--- src/pkg/brk_pkg.sv ---
// Functional notes
// sequential mode: break only on a B match after an earlier A match
// sequential mode: B match before any A match gives no break
// sequential mode: A and B matching in one cycle give no break
// clearing sequential mode drops a waiting A match
// sequential mode works on either bus and with the execution count
// before-execution break saves the matching fetch address, instruction not run
// after-execution break saves the next instruction address after it completes
// address-only data break saves the address after the accessing instruction
// data-value break may land up to two instructions later, saves next address
// with trace on, branches and exceptions push source and destination
// branch source is own address; exception source is stacked return address
// software trap is traced like an exception
// four paired trace entries with one read pointer, oldest first
// source read first; pointer advances only on destination read
// turning trace off then on invalidates all entries
// address bits set in a mask are not compared
// fetch channel set to write direction never matches
// fetch break address with bit 0 set never matches
// sequential mode never breaks when channel A cannot match
// count of five on channel B suppresses four matches, breaks on fifth
// data read of any size matches long, word and byte by alignment
// data-value break needs both masked address and data to match
// destination valid flag set on push, cleared on read, enable, reset
// satisfied condition requests a break and sets that channel flags
// a push into a full queue drops the oldest entry
package brk_pkg;
    localparam logic [7:0] OFS_A_ADDR = 8'h00;
    localparam logic [7:0] OFS_A_MASK = 8'h04;
    localparam logic [7:0] OFS_A_SEL = 8'h08;
    localparam logic [7:0] OFS_B_ADDR = 8'h0C;
    localparam logic [7:0] OFS_B_MASK = 8'h10;
    localparam logic [7:0] OFS_B_SEL = 8'h14;
    localparam logic [7:0] OFS_B_DATA = 8'h18;
    localparam logic [7:0] OFS_B_DMASK = 8'h1C;
    localparam logic [7:0] OFS_CTRL = 8'h20;
    localparam logic [7:0] OFS_COUNT = 8'h24;
    localparam logic [7:0] OFS_SRCQ = 8'h28;
    localparam logic [7:0] OFS_DSTQ = 8'h2C;
    localparam int CTL_SEQ = 0;
    localparam int CTL_TRACE = 1;
    localparam int CTL_A_POST = 2;
    localparam int CTL_B_POST = 3;
    localparam int CTL_B_CNT = 4;
    localparam int CTL_B_DATA = 5;
    localparam int CTL_FLAG_LSB = 8;
    localparam int SEL_L = 0;
    localparam int SEL_I = 1;
    localparam int SEL_FETCH = 2;
    localparam int SEL_DATA = 3;
    localparam int SEL_RD = 4;
    localparam int SEL_WR = 5;
    localparam int SEL_SZ_LSB = 6;
    localparam logic [1:0] SZ_ANY = 2'h0;
    localparam logic [1:0] SZ_WORD = 2'h2;
    localparam logic [1:0] SZ_LONG = 2'h3;
    localparam int TQ_AW = 28;
    localparam logic [31:0] REG_RST = 32'h0000_0000;
    localparam logic [11:0] COUNT_RST = 12'h000;
    typedef struct packed {
        logic valid;
        logic fetch;
        logic write;
        logic [1:0] size;
        logic [31:0] addr;
        logic [31:0] data;
    } bus_cycle_s;
    typedef struct packed {
        logic valid;
        logic [31:0] pc;
        logic [31:0] next_pc;
    } retire_s;
    typedef struct packed {
        logic valid;
        logic exc;
        logic trap;
        logic [31:0] br_addr;
        logic [31:0] ret_addr;
        logic [31:0] dest;
    } branch_s;
endpackage : brk_pkg

--- src/user_break_unit.sv ---
// The register offsets and the APB interface to the registers were decided locally.
`timescale 1ns/1ns
module user_break_unit
    import brk_pkg::*;
#(
    parameter int TQ_DEPTH = 4,
    parameter int CNT_W = 12
) (
    // clock and reset
    input wire logic MCLK_I,
    input wire logic RSTN_I,
    // apb slave
    input wire logic PSEL_I,
    input wire logic PENABLE_I,
    input wire logic PWRITE_I,
    input wire logic [7:0] PADDR_I,
    input wire logic [31:0] PWDATA_I,
    output logic [31:0] PRDATA_O,
    output logic PREADY_O,
    output logic PSLVERR_O,
    // cpu bus and pipeline monitor
    input wire bus_cycle_s LBUS_I,
    input wire bus_cycle_s IBUS_I,
    input wire retire_s RETIRE_I,
    input wire branch_s BRANCH_I,
    // break request to cpu
    output logic BREAK_REQ_O,
    output logic [31:0] BREAK_PC_O
);
    localparam int PW = $clog2(TQ_DEPTH);
    localparam int CW = $clog2(TQ_DEPTH + 1);
    localparam logic [CW-1:0] TQ_FULL = CW'(TQ_DEPTH);

    logic rst_q1, rst_n_r;
    always_ff @(posedge MCLK_I or negedge RSTN_I) begin
        if (!RSTN_I) begin
            rst_q1 <= 1'b0;
            rst_n_r <= 1'b0;
        end else begin
            rst_q1 <= 1'b1;
            rst_n_r <= rst_q1;
        end
    end

    logic [31:0] a_addr_r, a_mask_r, b_addr_r, b_mask_r, b_data_r, b_dmask_r;
    logic [7:0] a_sel_r, b_sel_r;
    logic [5:0] ctl_r;
    logic [3:0] flag_r;
    logic [CNT_W-1:0] count_r, cnt_left_r;
    logic seq_armed_r, post_pend_r, data_pend_r;
    logic [31:0] post_addr_r;
    logic [TQ_AW-1:0] src_q [TQ_DEPTH];
    logic [TQ_AW-1:0] dst_q [TQ_DEPTH];
    logic [PW-1:0] wr_ptr_r, rd_ptr_r;
    logic [CW-1:0] tq_cnt_r;
    logic pready_r, pslverr_r, break_req_r;
    logic [31:0] prdata_r, break_pc_r;

    // address, direction and size match of one channel on one bus
    function automatic logic chan_hit(input bus_cycle_s c, input logic [31:0] bar,
            input logic [31:0] bam, input logic [7:0] sel, input logic on_bus);
        logic [31:0] cmp;
        logic kind_ok, dir_ok, size_ok;
        cmp = ~bam;
        // size alignment
        if (!c.fetch && c.size == SZ_LONG) cmp[1:0] = 2'h0;
        if (!c.fetch && c.size == SZ_WORD) cmp[0] = 1'b0;
        // odd fetch address
        kind_ok = c.fetch ? (sel[SEL_FETCH] & ~bar[0]) : sel[SEL_DATA];
        // fetch is a read
        dir_ok = (c.fetch || !c.write) ? sel[SEL_RD] : sel[SEL_WR];
        size_ok = c.fetch || sel[SEL_SZ_LSB +: 2] == SZ_ANY
            || sel[SEL_SZ_LSB +: 2] == c.size;
        // masked compare
        chan_hit = c.valid & on_bus & kind_ok & dir_ok & size_ok
            & (((c.addr ^ bar) & cmp) == 32'h0);
    endfunction : chan_hit

    // data value compare
    function automatic logic data_hit(input bus_cycle_s c, input logic [31:0] bdr,
            input logic [31:0] bdm, input logic en);
        logic [31:0] m;
        m = (c.size == SZ_LONG) ? ~bdm : {16'h0, ~bdm[15:0]};
        data_hit = !en || c.fetch || (((c.data ^ bdr) & m) == 32'h0);
    endfunction : data_hit

    logic hit_al, hit_ai, hit_bl, hit_bi, a_hit, b_hit, b_qual, b_cnt_ok;
    logic a_go, b_go;
    bus_cycle_s a_cyc, b_cyc;
    assign hit_al = chan_hit(LBUS_I, a_addr_r, a_mask_r, a_sel_r, a_sel_r[SEL_L]);
    assign hit_ai = chan_hit(IBUS_I, a_addr_r, a_mask_r, a_sel_r, a_sel_r[SEL_I]);
    assign hit_bl = chan_hit(LBUS_I, b_addr_r, b_mask_r, b_sel_r, b_sel_r[SEL_L])
        & data_hit(LBUS_I, b_data_r, b_dmask_r, ctl_r[CTL_B_DATA]);
    assign hit_bi = chan_hit(IBUS_I, b_addr_r, b_mask_r, b_sel_r, b_sel_r[SEL_I])
        & data_hit(IBUS_I, b_data_r, b_dmask_r, ctl_r[CTL_B_DATA]);
    assign a_hit = hit_al | hit_ai;
    assign b_hit = hit_bl | hit_bi;
    assign a_cyc = hit_al ? LBUS_I : IBUS_I;
    assign b_cyc = hit_bl ? LBUS_I : IBUS_I;
    // sequential qualification
    assign b_qual = b_hit & (~ctl_r[CTL_SEQ] | (seq_armed_r & ~a_hit));
    // execution count
    assign b_cnt_ok = ~ctl_r[CTL_B_CNT] | (cnt_left_r <= CNT_W'(1));
    assign a_go = a_hit & ~ctl_r[CTL_SEQ];
    assign b_go = b_qual & b_cnt_ok;

    // apb decode
    logic acc, wr_en, rd_en, mapped;
    logic [31:0] rd_mux;
    assign acc = PSEL_I & PENABLE_I & pready_r;
    assign wr_en = acc & PWRITE_I & mapped;
    assign rd_en = acc & ~PWRITE_I & mapped;
    always_comb begin
        mapped = 1'b1;
        rd_mux = 32'h0;
        unique case (PADDR_I)
            OFS_A_ADDR: rd_mux = a_addr_r;
            OFS_A_MASK: rd_mux = a_mask_r;
            OFS_A_SEL: rd_mux = {24'h0, a_sel_r};
            OFS_B_ADDR: rd_mux = b_addr_r;
            OFS_B_MASK: rd_mux = b_mask_r;
            OFS_B_SEL: rd_mux = {24'h0, b_sel_r};
            OFS_B_DATA: rd_mux = b_data_r;
            OFS_B_DMASK: rd_mux = b_dmask_r;
            OFS_CTRL: rd_mux = {20'h0, flag_r, 2'h0, ctl_r};
            OFS_COUNT: rd_mux = {{(32-CNT_W){1'b0}}, count_r};
            OFS_SRCQ: rd_mux = {4'h0, src_q[rd_ptr_r]};
            // valid flag in top bit
            OFS_DSTQ: rd_mux = {tq_cnt_r != '0, 3'h0, dst_q[rd_ptr_r]};
            default: mapped = 1'b0;
        endcase
    end

    always_ff @(posedge MCLK_I or negedge rst_n_r) begin
        if (!rst_n_r) begin
            pready_r <= 1'b0;
            pslverr_r <= 1'b0;
            prdata_r <= REG_RST;
        end else begin
            pready_r <= PSEL_I & PENABLE_I & ~pready_r;
            pslverr_r <= PSEL_I & PENABLE_I & ~pready_r & ~mapped;
            prdata_r <= (PSEL_I & PENABLE_I & ~pready_r & ~PWRITE_I) ? rd_mux : 32'h0;
        end
    end

    always_ff @(posedge MCLK_I or negedge rst_n_r) begin
        if (!rst_n_r) begin
            a_addr_r <= REG_RST;
            a_mask_r <= REG_RST;
            b_addr_r <= REG_RST;
            b_mask_r <= REG_RST;
            b_data_r <= REG_RST;
            b_dmask_r <= REG_RST;
            a_sel_r <= 8'h00;
            b_sel_r <= 8'h00;
            ctl_r <= 6'h00;
            count_r <= COUNT_RST;
        end else if (wr_en) begin
            if (PADDR_I == OFS_A_ADDR) a_addr_r <= PWDATA_I;
            if (PADDR_I == OFS_A_MASK) a_mask_r <= PWDATA_I;
            if (PADDR_I == OFS_A_SEL) a_sel_r <= PWDATA_I[7:0];
            if (PADDR_I == OFS_B_ADDR) b_addr_r <= PWDATA_I;
            if (PADDR_I == OFS_B_MASK) b_mask_r <= PWDATA_I;
            if (PADDR_I == OFS_B_SEL) b_sel_r <= PWDATA_I[7:0];
            if (PADDR_I == OFS_B_DATA) b_data_r <= PWDATA_I;
            if (PADDR_I == OFS_B_DMASK) b_dmask_r <= PWDATA_I;
            if (PADDR_I == OFS_CTRL) ctl_r <= PWDATA_I[5:0];
            if (PADDR_I == OFS_COUNT) count_r <= PWDATA_I[CNT_W-1:0];
        end
    end

    // match flags, hardware set beats a software clear
    logic wr_ctl;
    assign wr_ctl = wr_en & (PADDR_I == OFS_CTRL);
    always_ff @(posedge MCLK_I or negedge rst_n_r) begin
        if (!rst_n_r) begin
            flag_r <= 4'h0;
        end else begin
            flag_r <= (wr_ctl ? (flag_r & PWDATA_I[CTL_FLAG_LSB +: 4]) : flag_r)
                | {b_go & hit_bi, b_go & hit_bl, a_go & hit_ai, a_go & hit_al};
        end
    end

    always_ff @(posedge MCLK_I or negedge rst_n_r) begin
        if (!rst_n_r) begin
            seq_armed_r <= 1'b0;
        // leaving sequential mode drops the arm
        end else if (!ctl_r[CTL_SEQ]) begin
            seq_armed_r <= 1'b0;
        end else if (a_hit) begin
            seq_armed_r <= 1'b1;
        end else if (b_go) begin
            seq_armed_r <= 1'b0;
        end
    end

    // remaining matches before the channel B break
    always_ff @(posedge MCLK_I or negedge rst_n_r) begin
        if (!rst_n_r) begin
            cnt_left_r <= COUNT_RST;
        end else if (wr_en && PADDR_I == OFS_COUNT) begin
            cnt_left_r <= PWDATA_I[CNT_W-1:0];
        end else if (b_qual && ctl_r[CTL_B_CNT]) begin
            cnt_left_r <= b_cnt_ok ? count_r : cnt_left_r - CNT_W'(1);
        end
    end

    // break timing by kind
    logic a_pre, b_pre, a_post, b_post, a_dat, b_dat, pre_fire, post_fire, data_fire;
    logic [31:0] pre_pc;
    assign a_pre = a_go & a_cyc.fetch & ~ctl_r[CTL_A_POST];
    assign b_pre = b_go & b_cyc.fetch & ~ctl_r[CTL_B_POST];
    assign a_post = a_go & a_cyc.fetch & ctl_r[CTL_A_POST];
    assign b_post = b_go & b_cyc.fetch & ctl_r[CTL_B_POST];
    assign a_dat = a_go & ~a_cyc.fetch;
    assign b_dat = b_go & ~b_cyc.fetch;
    assign pre_fire = a_pre | b_pre;
    assign pre_pc = a_pre ? a_cyc.addr : b_cyc.addr;
    assign post_fire = post_pend_r & RETIRE_I.valid & (RETIRE_I.pc == post_addr_r);
    assign data_fire = data_pend_r & RETIRE_I.valid;

    always_ff @(posedge MCLK_I or negedge rst_n_r) begin
        if (!rst_n_r) begin
            post_pend_r <= 1'b0;
            post_addr_r <= REG_RST;
            data_pend_r <= 1'b0;
        end else begin
            if (a_post | b_post) begin
                post_pend_r <= 1'b1;
                post_addr_r <= a_post ? a_cyc.addr : b_cyc.addr;
            end else if (post_fire | pre_fire) begin
                post_pend_r <= 1'b0;
            end
            if (a_dat | b_dat) begin
                data_pend_r <= 1'b1;
            end else if (data_fire | pre_fire | post_fire) begin
                data_pend_r <= 1'b0;
            end
        end
    end

    always_ff @(posedge MCLK_I or negedge rst_n_r) begin
        if (!rst_n_r) begin
            break_req_r <= 1'b0;
            break_pc_r <= REG_RST;
        end else begin
            break_req_r <= pre_fire | post_fire | data_fire;
            // fetch address, instruction not run
            if (pre_fire) begin
                break_pc_r <= pre_pc;
            // address of the next instruction
            end else if (post_fire | data_fire) begin
                break_pc_r <= RETIRE_I.next_pc;
            end
        end
    end

    // trace queue
    logic push, pop, tq_full, trace_clr;
    logic [31:0] push_src;
    assign trace_clr = wr_ctl & PWDATA_I[CTL_TRACE] & ~ctl_r[CTL_TRACE];
    // record while enabled
    assign push = BRANCH_I.valid & ctl_r[CTL_TRACE];
    // shift only on the destination read
    assign pop = rd_en & (PADDR_I == OFS_DSTQ) & (tq_cnt_r != '0);
    assign tq_full = tq_cnt_r == TQ_FULL;
    // exception and trap use the return address
    assign push_src = (BRANCH_I.exc | BRANCH_I.trap) ? BRANCH_I.ret_addr
        : BRANCH_I.br_addr;

    always_ff @(posedge MCLK_I) begin
        if (push) begin
            src_q[wr_ptr_r] <= push_src[TQ_AW-1:0];
            dst_q[wr_ptr_r] <= BRANCH_I.dest[TQ_AW-1:0];
        end
    end

    // shared read pointer, overwrite oldest, clear on enable
    always_ff @(posedge MCLK_I or negedge rst_n_r) begin
        if (!rst_n_r) begin
            wr_ptr_r <= '0;
            rd_ptr_r <= '0;
            tq_cnt_r <= '0;
        end else if (trace_clr) begin
            wr_ptr_r <= '0;
            rd_ptr_r <= '0;
            tq_cnt_r <= '0;
        end else begin
            if (push) wr_ptr_r <= wr_ptr_r + PW'(1);
            if (pop | (push & tq_full)) rd_ptr_r <= rd_ptr_r + PW'(1);
            if (push & ~pop & ~tq_full) begin
                tq_cnt_r <= tq_cnt_r + CW'(1);
            end else if (pop & ~push) begin
                tq_cnt_r <= tq_cnt_r - CW'(1);
            end
        end
    end

    assign PRDATA_O = prdata_r;
    assign PREADY_O = pready_r;
    assign PSLVERR_O = pslverr_r;
    assign BREAK_REQ_O = break_req_r;
    assign BREAK_PC_O = break_pc_r;

    a_seq_needs_arm: assert property (@(posedge MCLK_I) disable iff (!rst_n_r)
        ctl_r[CTL_SEQ] && !seq_armed_r |-> !b_go) else $error("early B broke");
    a_seq_same_cycle: assert property (@(posedge MCLK_I) disable iff (!rst_n_r)
        ctl_r[CTL_SEQ] && a_hit && b_hit |-> !b_go) else $error("A and B together broke");
    a_seq_drop_arm: assert property (@(posedge MCLK_I) disable iff (!rst_n_r)
        !ctl_r[CTL_SEQ] |=> !seq_armed_r || $past(a_hit)) else $error("arm kept");
    a_pre_exec_pc: assert property (@(posedge MCLK_I) disable iff (!rst_n_r)
        pre_fire |=> BREAK_REQ_O && BREAK_PC_O == $past(pre_pc)) else $error("pre pc");
    a_post_exec_pc: assert property (@(posedge MCLK_I) disable iff (!rst_n_r)
        post_fire && !pre_fire |=> BREAK_REQ_O && BREAK_PC_O == $past(RETIRE_I.next_pc))
        else $error("post pc");
    a_odd_fetch_addr: assert property (@(posedge MCLK_I) disable iff (!rst_n_r)
        LBUS_I.fetch && b_addr_r[0] |-> !hit_bl) else $error("odd fetch");
    a_count_hold: assert property (@(posedge MCLK_I) disable iff (!rst_n_r)
        b_qual && ctl_r[CTL_B_CNT] && cnt_left_r > CNT_W'(1) |-> !b_go
        ##1 cnt_left_r == $past(cnt_left_r) - CNT_W'(1) || $past(wr_en))
        else $error("count early");
    a_enable_clears: assert property (@(posedge MCLK_I) disable iff (!rst_n_r)
        trace_clr |=> tq_cnt_r == '0 ##1 !rd_mux[31] || PADDR_I != OFS_DSTQ
        || tq_cnt_r != '0) else $error("stale entry");
    a_queue_bound: assert property (@(posedge MCLK_I) disable iff (!rst_n_r)
        tq_cnt_r <= TQ_FULL) else $error("queue over depth");
    a_flag_on_break: assert property (@(posedge MCLK_I) disable iff (!rst_n_r)
        b_go && hit_bl |=> flag_r[2]) else $error("no B flag");
    a_data_break_pc: assert property (@(posedge MCLK_I) disable iff (!rst_n_r)
        data_fire && !pre_fire |=> BREAK_REQ_O && BREAK_PC_O == $past(RETIRE_I.next_pc))
        else $error("data pc");
    a_push_sets_valid: assert property (@(posedge MCLK_I) disable iff (!rst_n_r)
        push && !trace_clr |=> tq_cnt_r != '0) else $error("valid not set");
    a_trace_off_idle: assert property (@(posedge MCLK_I) disable iff (!rst_n_r)
        !ctl_r[CTL_TRACE] && !pop && !trace_clr |=> $stable(tq_cnt_r))
        else $error("push while off");
    a_src_read_keeps: assert property (@(posedge MCLK_I) disable iff (!rst_n_r)
        rd_en && PADDR_I == OFS_SRCQ && !push |=> $stable(rd_ptr_r))
        else $error("source read moved pointer");
    c_post_break: cover property (@(posedge MCLK_I) disable iff (!rst_n_r)
        post_fire ##1 BREAK_REQ_O);
    c_seq_break: cover property (@(posedge MCLK_I) disable iff (!rst_n_r)
        ctl_r[CTL_SEQ] && b_go ##1 BREAK_REQ_O);
    c_queue_wrap: cover property (@(posedge MCLK_I) disable iff (!rst_n_r)
        push && tq_full);
    c_count_break: cover property (@(posedge MCLK_I) disable iff (!rst_n_r)
        ctl_r[CTL_B_CNT] && b_go);
endmodule : user_break_unit

--- config.mk ---
export PLATFORM = sky130hd
export DESIGN_NAME = user_break_unit
export DESIGN_NICKNAME = d
export VERILOG_FILES = /design/src/pkg/brk_pkg.sv /design/src/user_break_unit.sv
export SDC_FILE = /design/constraint.sdc
export NUM_CORES = 1
export LEC_CHECK = 0
export BUFFER_PORTS_ARGS = -buffer_cell sky130_fd_sc_hd__buf_2
export CORE_MARGIN = 2
export CORE_UTILIZATION = 46
export DETAILED_ROUTE_END_ITERATION = 8
export MAX_ROUTING_LAYER = met4
export PLACE_DENSITY = 0.67
export SLEW_MARGIN = 10
export SYNTH_ARGS = -nofsm -noshare
export SYNTH_HDL_FRONTEND = slang
export SYNTH_SLANG_ARGS = --single-unit
--- constraint.sdc ---
create_clock -name MCLK_I -period 11.05 [get_ports MCLK_I]
set_input_delay 1.6575 -clock MCLK_I [delete_from_list [all_inputs] [get_ports MCLK_I]]
set_output_delay 1.6575 -clock MCLK_I [all_outputs]
set_load 0.02 [all_outputs]
==> results of run 1 <==
-- critical path: stages --
cell and delay (ns):
buf_2 0.33, nor2b_1 0.15, o32ai_1 0.48, nor4_1 0.14, o2111ai_1 0.22, o22ai_1 0.21, a221oi_2 0.66, or3_4 0.48
buf_4 0.87, o31ai_1 0.23, o22ai_1 0.20
-- final timing paths --
| kind | startpoint | to | cells after the start |
|---|---|---|---|
| max | IBUS_I[67] | BREAK_PC_O[29] | 11 |
| min | rst_q1 | rst_n_r | 0 |
| max reg2reg | a_addr_r[20] | BREAK_PC_O[29] | 10 |
| min reg2reg | rst_q1 | rst_n_r | 0 |
| max in group asynchronous | rst_n_r | post_addr_r[0] | 2 |
| min in group asynchronous | rst_n_r | PREADY_O | 0 |
-- synthesized netlist by cell type, drive strengths merged (8+ instances only) --
library cell	instances
nor4	33
a221oi	33
mux2	273
a41oi	17
buf	52
nand2	73
xnor2	194
mux4	56
edfxtp	224
inv	21
o31a	35
a22oi	80
a22o	31
clkbuf	84
o22ai	120
nor3	13
a21oi	24
o21bai	33
dfrtp	353
nor2b	8
o21a	32
a21o	35
xor2	33
a31oi	21
nand3	15
o21ai	30
nor2	86
o31ai	38
mux2i	71
-- layout make-up --
type	count	area share (%)
tap	837	3.09
sequential	577	45.9
antenna	12	0.0886
clock buffer	73	4.87
inverter	21	0.232
multi-input combinational	1477	37.6
clock inverter	40	1.68
timing repair buffer	425	6.49
-- report_power, final --
group | switching, uW | internal, uW | leakage (uW)
combinational | 289 | 194 | 0.00590
clock | 907 | 1370 | 0.00107
sequential | 37.5 | 2280 | 0.00685
-- layout by cell type (no fill, tap or decap), drive strengths merged, types with 15 or more instances in the layout --
master,n
a21o,35
o31a,35
o21ai,30
clkbuf,73
a31oi,21
o21a,32
xnor2,194
a221oi,33
clkinv,15
nor4,33
xor2,33
nand2,73
inv,26
mux2,273
mux4,56
a22o,31
edfxtp,224
o21bai,33
dfrtp,353
a21oi,24
nand3,15
a22oi,80
o22ai,120
buf,425
nor2,86
a41oi,17
o31ai,38
mux2i,71
-- cell families after synthesis --
| family | after synthesis | share of synthesized area (%) |
|---|---|---|
| flip-flops | 577 | 53.9 |
| AO/OA/AOI/OAI | 567 | 14.4 |
| multiplexers | 400 | 17.5 |
| AND/OR/NAND/NOR | 275 | 4.70 |
| XOR/XNOR | 227 | 6.89 |
| buffers and inverters | 157 | 2.28 |
| adder cells (fa/ha/maj) | 7 | 0.329 |
| other | 1 | 0.0130 |
-- flip-flops by register name, indices dropped and copies added (netlist names), 32 cells and up --
signal	count
a_addr_r	32
b_addr_r	32
dst_q	112
BREAK_PC_O	32
a_mask_r	32
src_q	112
b_mask_r	32
post_addr_r	32
b_data_r	32
b_dmask_r	32
PRDATA_O	32
-- stage by stage --
| stage | power, uW | hold WS [ns] | cell area (um2) |
|---|---|---|---|
| 2_1_floorplan | 2610 | 0.331 | 28900 |
| 3_3_place_gp | 2830 | 0.339 | 31700 |
| 3_5_place_dp | 2840 | 0.350 | 31700 |
| 4_1_cts | 5090 | 0.364 | 33900 |
| 5_1_grt | 5210 | 0.374 | 33900 |
| 6_report | 5080 | 0.366 | 33900 |
-- per-layer routing --
| layer | wire [um] | vias up |
|---|---|---|
| li1 | - | 9271 |
| met1 | 42600 | 11000 |
| met2 | 47300 | 1034 |
| met3 | 7850 | 178 |
| met4 | 3920 | 0 |
| met5 | 0 | - |
==> impl_metrics.py, run 1 <==
metrics = {
    "synth": {
        "yosys.cell_types.count": 75,
        "yosys_most_used_dff": "dfrtp_1",
        "synth_top_area_share_pct": 30.6,
        "netlist_top_cells_area": "dfrtp_1 (31%), edfxtp_1 (23%), mux2_2 (11%), xnor2_1 (5.9%), mux4_2 (4.4%)",
        "syn_nets": 2565,
        "yosys_warnings": 0,
        "synth_edf_count": 224,
        "ys_ff_latch": 577,
        "netlist_instances": 2211,
        "yosysSeqAreaShare_pct": 53.9,
        "async_flop_share_pct": 61.2,
        "synth_area_mm2": 0.0289,
        "syn_area_per_cell_um2": 13.1,
        "synth_top_area_cell": "dfrtp_1",
    },
    "placed_design": {
        "port_buffers": 401,
        "numPlacedInstances": 3337,
        "hpwl_um": 72800,
        "place_congestion": 1.02,
        "pre_cts_slack_ns": 5.37,
    },
    "critical_path": {
        "worstSetupEndpointType": "flop",
        "worstPathMaxFanout": 107,
        "critPathLaunchType": "input pin",
        "r2r_slack_ns": 6.59,
        "arrival_ns": 5.74,
        "path_class": "input pin to flop",
        "worstPathRequired_ns": 11.60,
    },
    "drt": {
        "drc": 0,
        "drt-total-wl_um": 102000,
        "firstDrtPassIters": 5,
        "drt-vias-per-instance": 6.21,
        "avgRoutedWirePerCell_um": 29.4,
        "antenna_left": 0,
        "num_vias": 21500,
        "drtIter0Drc": 2302,
    },
    "pwr": {
        "peakVddDrop_v": 0.000130,
        "p_leak_uw": 0.0138,
        "power.density_mw_per_mm2": 150,
    },
    "floorplan": {
        "rows": 91,
        "initial_core_util_pct": 46.7,
        "dieArea_mm2": 0.0648,
        "coreArea_mm2": 0.0618,
        "die_height_um": 254,
        "ioPinCount": 414,
        "die-width_um": 254,
    },
    "min_path": {
        "hold_class": "flop to flop",
    },
    "sta": {
        "setup_viol": 0,
        "relSlewSlack_pct": 17.5,
        "period_needed_ns": 5.19,
        "final-max-slew-violation-count": 0,
        "tightest_slew_ns": 1.23,
        "fin_ws_ns": 5.86,
        "hold_violations": 0,
        "rsz0062_at_grt": "false",
        "tns_ns": 0,
        "period_share_pct": 46.9,
        "skew_ns": 0.0424,
        "timing.fmax_mhz": 193,
    },
    "global_route": {
        "antenna_found_initial": 11,
        "grt_usage_pct": 32.1,
        "top_usage_layer": "met2",
        "grt_max_degree": 185,
        "grt_use_met3_pct": 5.46,
        "grt_overflow_total": 0,
        "met1_usage_pct": 43.2,
        "grt_pass1_wl_um": 146000,
        "grt_util_met2_pct": 49.1,
        "grt_pass1_vias": 21500,
    },
    "clock_tree": {
        "clockRootBuffer": "clkbuf_16",
        "cts.sinks": 577,
        "ctsResizeCount": 0,
        "hold_buffers": 0,
        "path_clk_slew_ns": 0.06,
        "insertion_delay_ns": 0.65,
        "cts_buffer_depth": 3,
        "cts_setup_buffers": 0,
        "h-tree-depth": 2,
        "cts-buffers-inserted": 60,
        "cts_tree": "done",
    },
    "final_layout": {
        "multi_input_area_mm2": 0.0128,
        "fillers": 5272,
        "nNetsFinal": 2916,
        "seq_area_mm2": 0.0156,
        "drive_above_1_share_pct": 34.5,
        "final_util_pct": 54.8,
        "finalNonFillerCells": 3462,
        "areaGrowthSynthToFinish_pct": 17.5,
    },
    "job": {
        "drv_cap": 0,
    },
    "outcome": {
        "status": "finished clean",
    },
}
Note: power is estimated with default switching activity, not from simulation.
==> run 2, diff against run 1 <==
--- a/config.mk
+++ b/config.mk
@@ -5,12 +5,13 @@
 export SDC_FILE = /design/constraint.sdc
 export NUM_CORES = 1
 export LEC_CHECK = 0
+export ABC_AREA = 1
 export BUFFER_PORTS_ARGS = -buffer_cell sky130_fd_sc_hd__buf_2
 export CORE_MARGIN = 2
 export CORE_UTILIZATION = 46
 export DETAILED_ROUTE_END_ITERATION = 8
 export MAX_ROUTING_LAYER = met4
-export PLACE_DENSITY = 0.67
+export PLACE_DENSITY = 0.64
 export SLEW_MARGIN = 10
 export SYNTH_ARGS = -nofsm -noshare
 export SYNTH_HDL_FRONTEND = slang
==> constraint.sdc (replaced) <==
create_clock -name MCLK_I -period 5.3 [get_ports MCLK_I]
set_input_delay 0.795 -clock MCLK_I [delete_from_list [all_inputs] [get_ports MCLK_I]]
set_output_delay 0.795 -clock MCLK_I [all_outputs]
set_load 0.02 [all_outputs]
==> impl_metrics.py, run 2 <==
metrics = {
    "drt": {
        "firstDrtPassIters": 6,
        "antenna_left": 0,
        "drtIter0Drc": 3440,
        "drt-vias-per-instance": 5.55,
        "drc": 0,
        "num_vias": 30800,
        "drt-total-wl_um": 122000,
        "avgRoutedWirePerCell_um": 22.0,
    },
    "critical_path": {
        "cp_common_cell": "nand3_1",
        "cp_slowest_cell": "nor2_1",
        "r2r_slack_ns": 1.73,
        "critPathLaunchType": "input pin",
        "worstSetupEndpointType": "flop",
        "worstPathMaxFanout": 24,
        "cpPeakStageDelay_ns": 0.61,
        "arrival_ns": 4.09,
        "rr_endpoint": "BREAK_PC_O[21]",
        "crit_chain": "buf_2 > nor2_2 > nand3_1 > nor2_1 > nor4_1 > nand3_1 > nand2_2 > nor2_1 > buf_4 > inv_1 > o21ai_2 > inv_2 > nand2_1 > nand3_1",
        "worstPathRequired_ns": 5.81,
        "path_class": "input pin to flop",
        "reg2reg_depth": 18,
        "reg2reg_from": "a_addr_r[5]",
    },
    "sta": {
        "skew_ns": 0.0414,
        "setup_viol": 0,
        "relSlewSlack_pct": 18.8,
        "period_share_pct": 67.7,
        "tightest_slew_ns": 1.22,
        "rsz0062_at_grt": "false",
        "hold_violations": 0,
        "timing.fmax_mhz": 279,
        "final-max-slew-violation-count": 0,
        "period_needed_ns": 3.59,
        "tns_ns": 0,
    },
    "floorplan": {
        "rows": 96,
        "coreArea_mm2": 0.0689,
        "ioPinCount": 414,
        "die-width_um": 268,
        "die_height_um": 268,
        "dieArea_mm2": 0.0720,
        "initial_core_util_pct": 46.6,
    },
    "min_path": {
        "worstHoldPathCells": 0,
        "min_to": "rst_n_r",
        "min_from": "rst_q1",
        "hold_class": "flop to flop",
    },
    "synth": {
        "netlist_top_cells_area": "dfrtp_1 (27%), edfxtp_1 (21%), nand2_1 (15%), inv_1 (6.0%), o21ai_0 (5.7%)",
        "yosys.cell_types.count": 60,
        "yosys_warnings": 0,
        "yosysSeqAreaShare_pct": 48.4,
        "async_flop_share_pct": 61.2,
        "yosysMostFrequentCell": "nand2_1",
        "synth_area_mm2": 0.0322,
        "synth_top_family_by_area": "simple AND/OR/NAND/NOR gates",
        "synth_xor_area_share_pct": 0.790,
        "syn_area_per_cell_um2": 7.66,
        "netlist_instances": 4196,
        "yosys_most_used_dff": "dfrtp_1",
        "synth_top_area_cell": "dfrtp_1",
        "synth_mux_area_share_pct": 1.37,
        "ys_ff_latch": 577,
        "synth_edf_count": 224,
        "synthAdderAreaFrac_pct": 0.296,
        "syn_nets": 4550,
        "synth_common_cells": "nand2_1 (1269), inv_1 (518), nor2_1 (371), o21ai_0 (364), dfrtp_1 (353)",
        "yosys.area_share.simple_pct": 28.1,
        "synth_compound_area_share_pct": 12.3,
        "synth_top_area_share_pct": 27.5,
    },
    "clock_tree": {
        "clockRootBuffer": "clkbuf_16",
        "cts_setup_buffers": 0,
        "ctsResizeCount": 0,
        "hold_buffers": 1,
        "path_clk_slew_ns": 0.06,
        "cts-buffers-inserted": 68,
        "insertion_delay_ns": 0.64,
        "h-tree-depth": 3,
        "cts_tree": "done",
        "cts_buffer_depth": 3,
        "cts.sinks": 577,
    },
    "pwr": {
        "power.density_mw_per_mm2": 346,
        "peakVddDrop_v": 0.000331,
        "p_leak_uw": 0.0188,
        "total_power_uw": 12900,
    },
    "global_route": {
        "antenna_found_initial": 33,
        "grt_max_degree": 158,
        "grt_usage_pct": 34.6,
        "grt_pass1_wl_um": 179000,
        "grt_overflow_total": 0,
        "grt_pass1_vias": 28100,
    },
    "final_layout": {
        "layout_commonest_cell": "nand2_1",
        "final_cell_mix": "nand2_1 (1268), inv_1 (516), buf_2 (401)",
        "areaGrowthSynthToFinish_pct": 16.3,
        "top_regs": "dst_q: 112 flops, src_q: 112 flops",
        "fillers": 6686,
        "nNetsFinal": 4887,
        "final_util_pct": 54.2,
        "drive_above_1_share_pct": 14.7,
    },
    "placed_design": {
        "hpwl_um": 91600,
        "port_buffers": 401,
        "place_congestion": 1.05,
    },
    "outcome": {
        "status": "finished clean",
    },
    "job": {
        "drv_cap": 0,
    },
}
## run 2: cell count changes after synthesis, moves of 56 or more
cell,delta
a21oi_1,+104
a22oi_1,-79
inv_1,+497
mux2_2,-234
mux2i_1,-71
mux4_2,-56
nand2_1,+1196
nand3_1,+237
nand4_1,+140
nor2_1,+285
o21ai_0,+338
xnor2_1,-184
## run 2: worst max-delay path: cells and delay by family
kind | cells | cell delay (ns)
buffers and inverters | 4 | 0.80
AO/OA/AOI/OAI | 1 | 0.26
AND/OR/NAND/NOR | 9 | 2.22
## run 2: per-stage QoR
step	hold slack (ns)	worst slack [ns]	std cells	instance area, um2
final	0.347	1.71	5542	37400
after global routing	0.353	1.45	5541	37400
after CTS	0.343	1.79	5513	37300
after detailed placement	0.339	1.16	5393	35000
after global placement	0.333	1.19	5393	35000
after floorplan	0.331	1.55	4196	32200
## run 2: final cells by class
cell class                 count  area, um2  share of cell area [%]
multi-input combinational   2898      13800                    37.0
clock inverter                25        357                   0.954
clock buffer                  94       1910                    5.11
tap                          931       1160                    3.12
inverter                     529       1990                    5.31
antenna                       29       72.6                   0.194
timing repair buffer         459       2480                    6.64
sequential                   577      15600                    41.6
## run 2: worst max path at each step
stage	from	endpoint	slack [ns]	depth (start not counted)
CTS	b_data_r[17]	post_addr_r[29]	1.79	18
global placement	PADDR_I[1]	cnt_left_r[10]	1.19	14
floorplan	BRANCH_I[98]	dst_q[0][0]	1.55	2
detailed placement	PADDR_I[1]	cnt_left_r[11]	1.16	14
global route	a_addr_r[6]	BREAK_PC_O[21]	1.45	18
finish	PADDR_I[1]	cnt_left_r[5]	1.71	14
## run 2: where the power goes
part | internal (uW) | switching [uW] | leakage, uW
logic | 871 | 1810 | 0.0119
registers | 5140 | 332 | 0.00573
clock network | 2760 | 2020 | 0.00111
total | 8770 | 4160 | 0.0188
## run 2: cells by family (layout without fill, tap and decap cells)
| logic type | after synthesis | count (layout) |
|---|---|---|
| AND/OR/NAND/NOR | 2128 | 2128 |
| buffers and inverters | 721 | 1107 |
| AO/OA/AOI/OAI | 694 | 694 |
| flip-flops | 577 | 577 |
| multiplexers | 39 | 39 |
| XOR/XNOR | 29 | 29 |
| adder cells (fa/ha/maj) | 7 | 7 |
| other | 1 | 30 |
## run 2: layer usage
metal / share of wire, % / vias to the layer above / GRT usage, %
li1: - / 14600 / -
met1: 41 / 14500 / 45.4
met2: 45 / 1453 / 52.0
met3: 9.0 / 246 / 7.16
met4: 4.8 / 0 / 15.5
met5: 0 / - / -
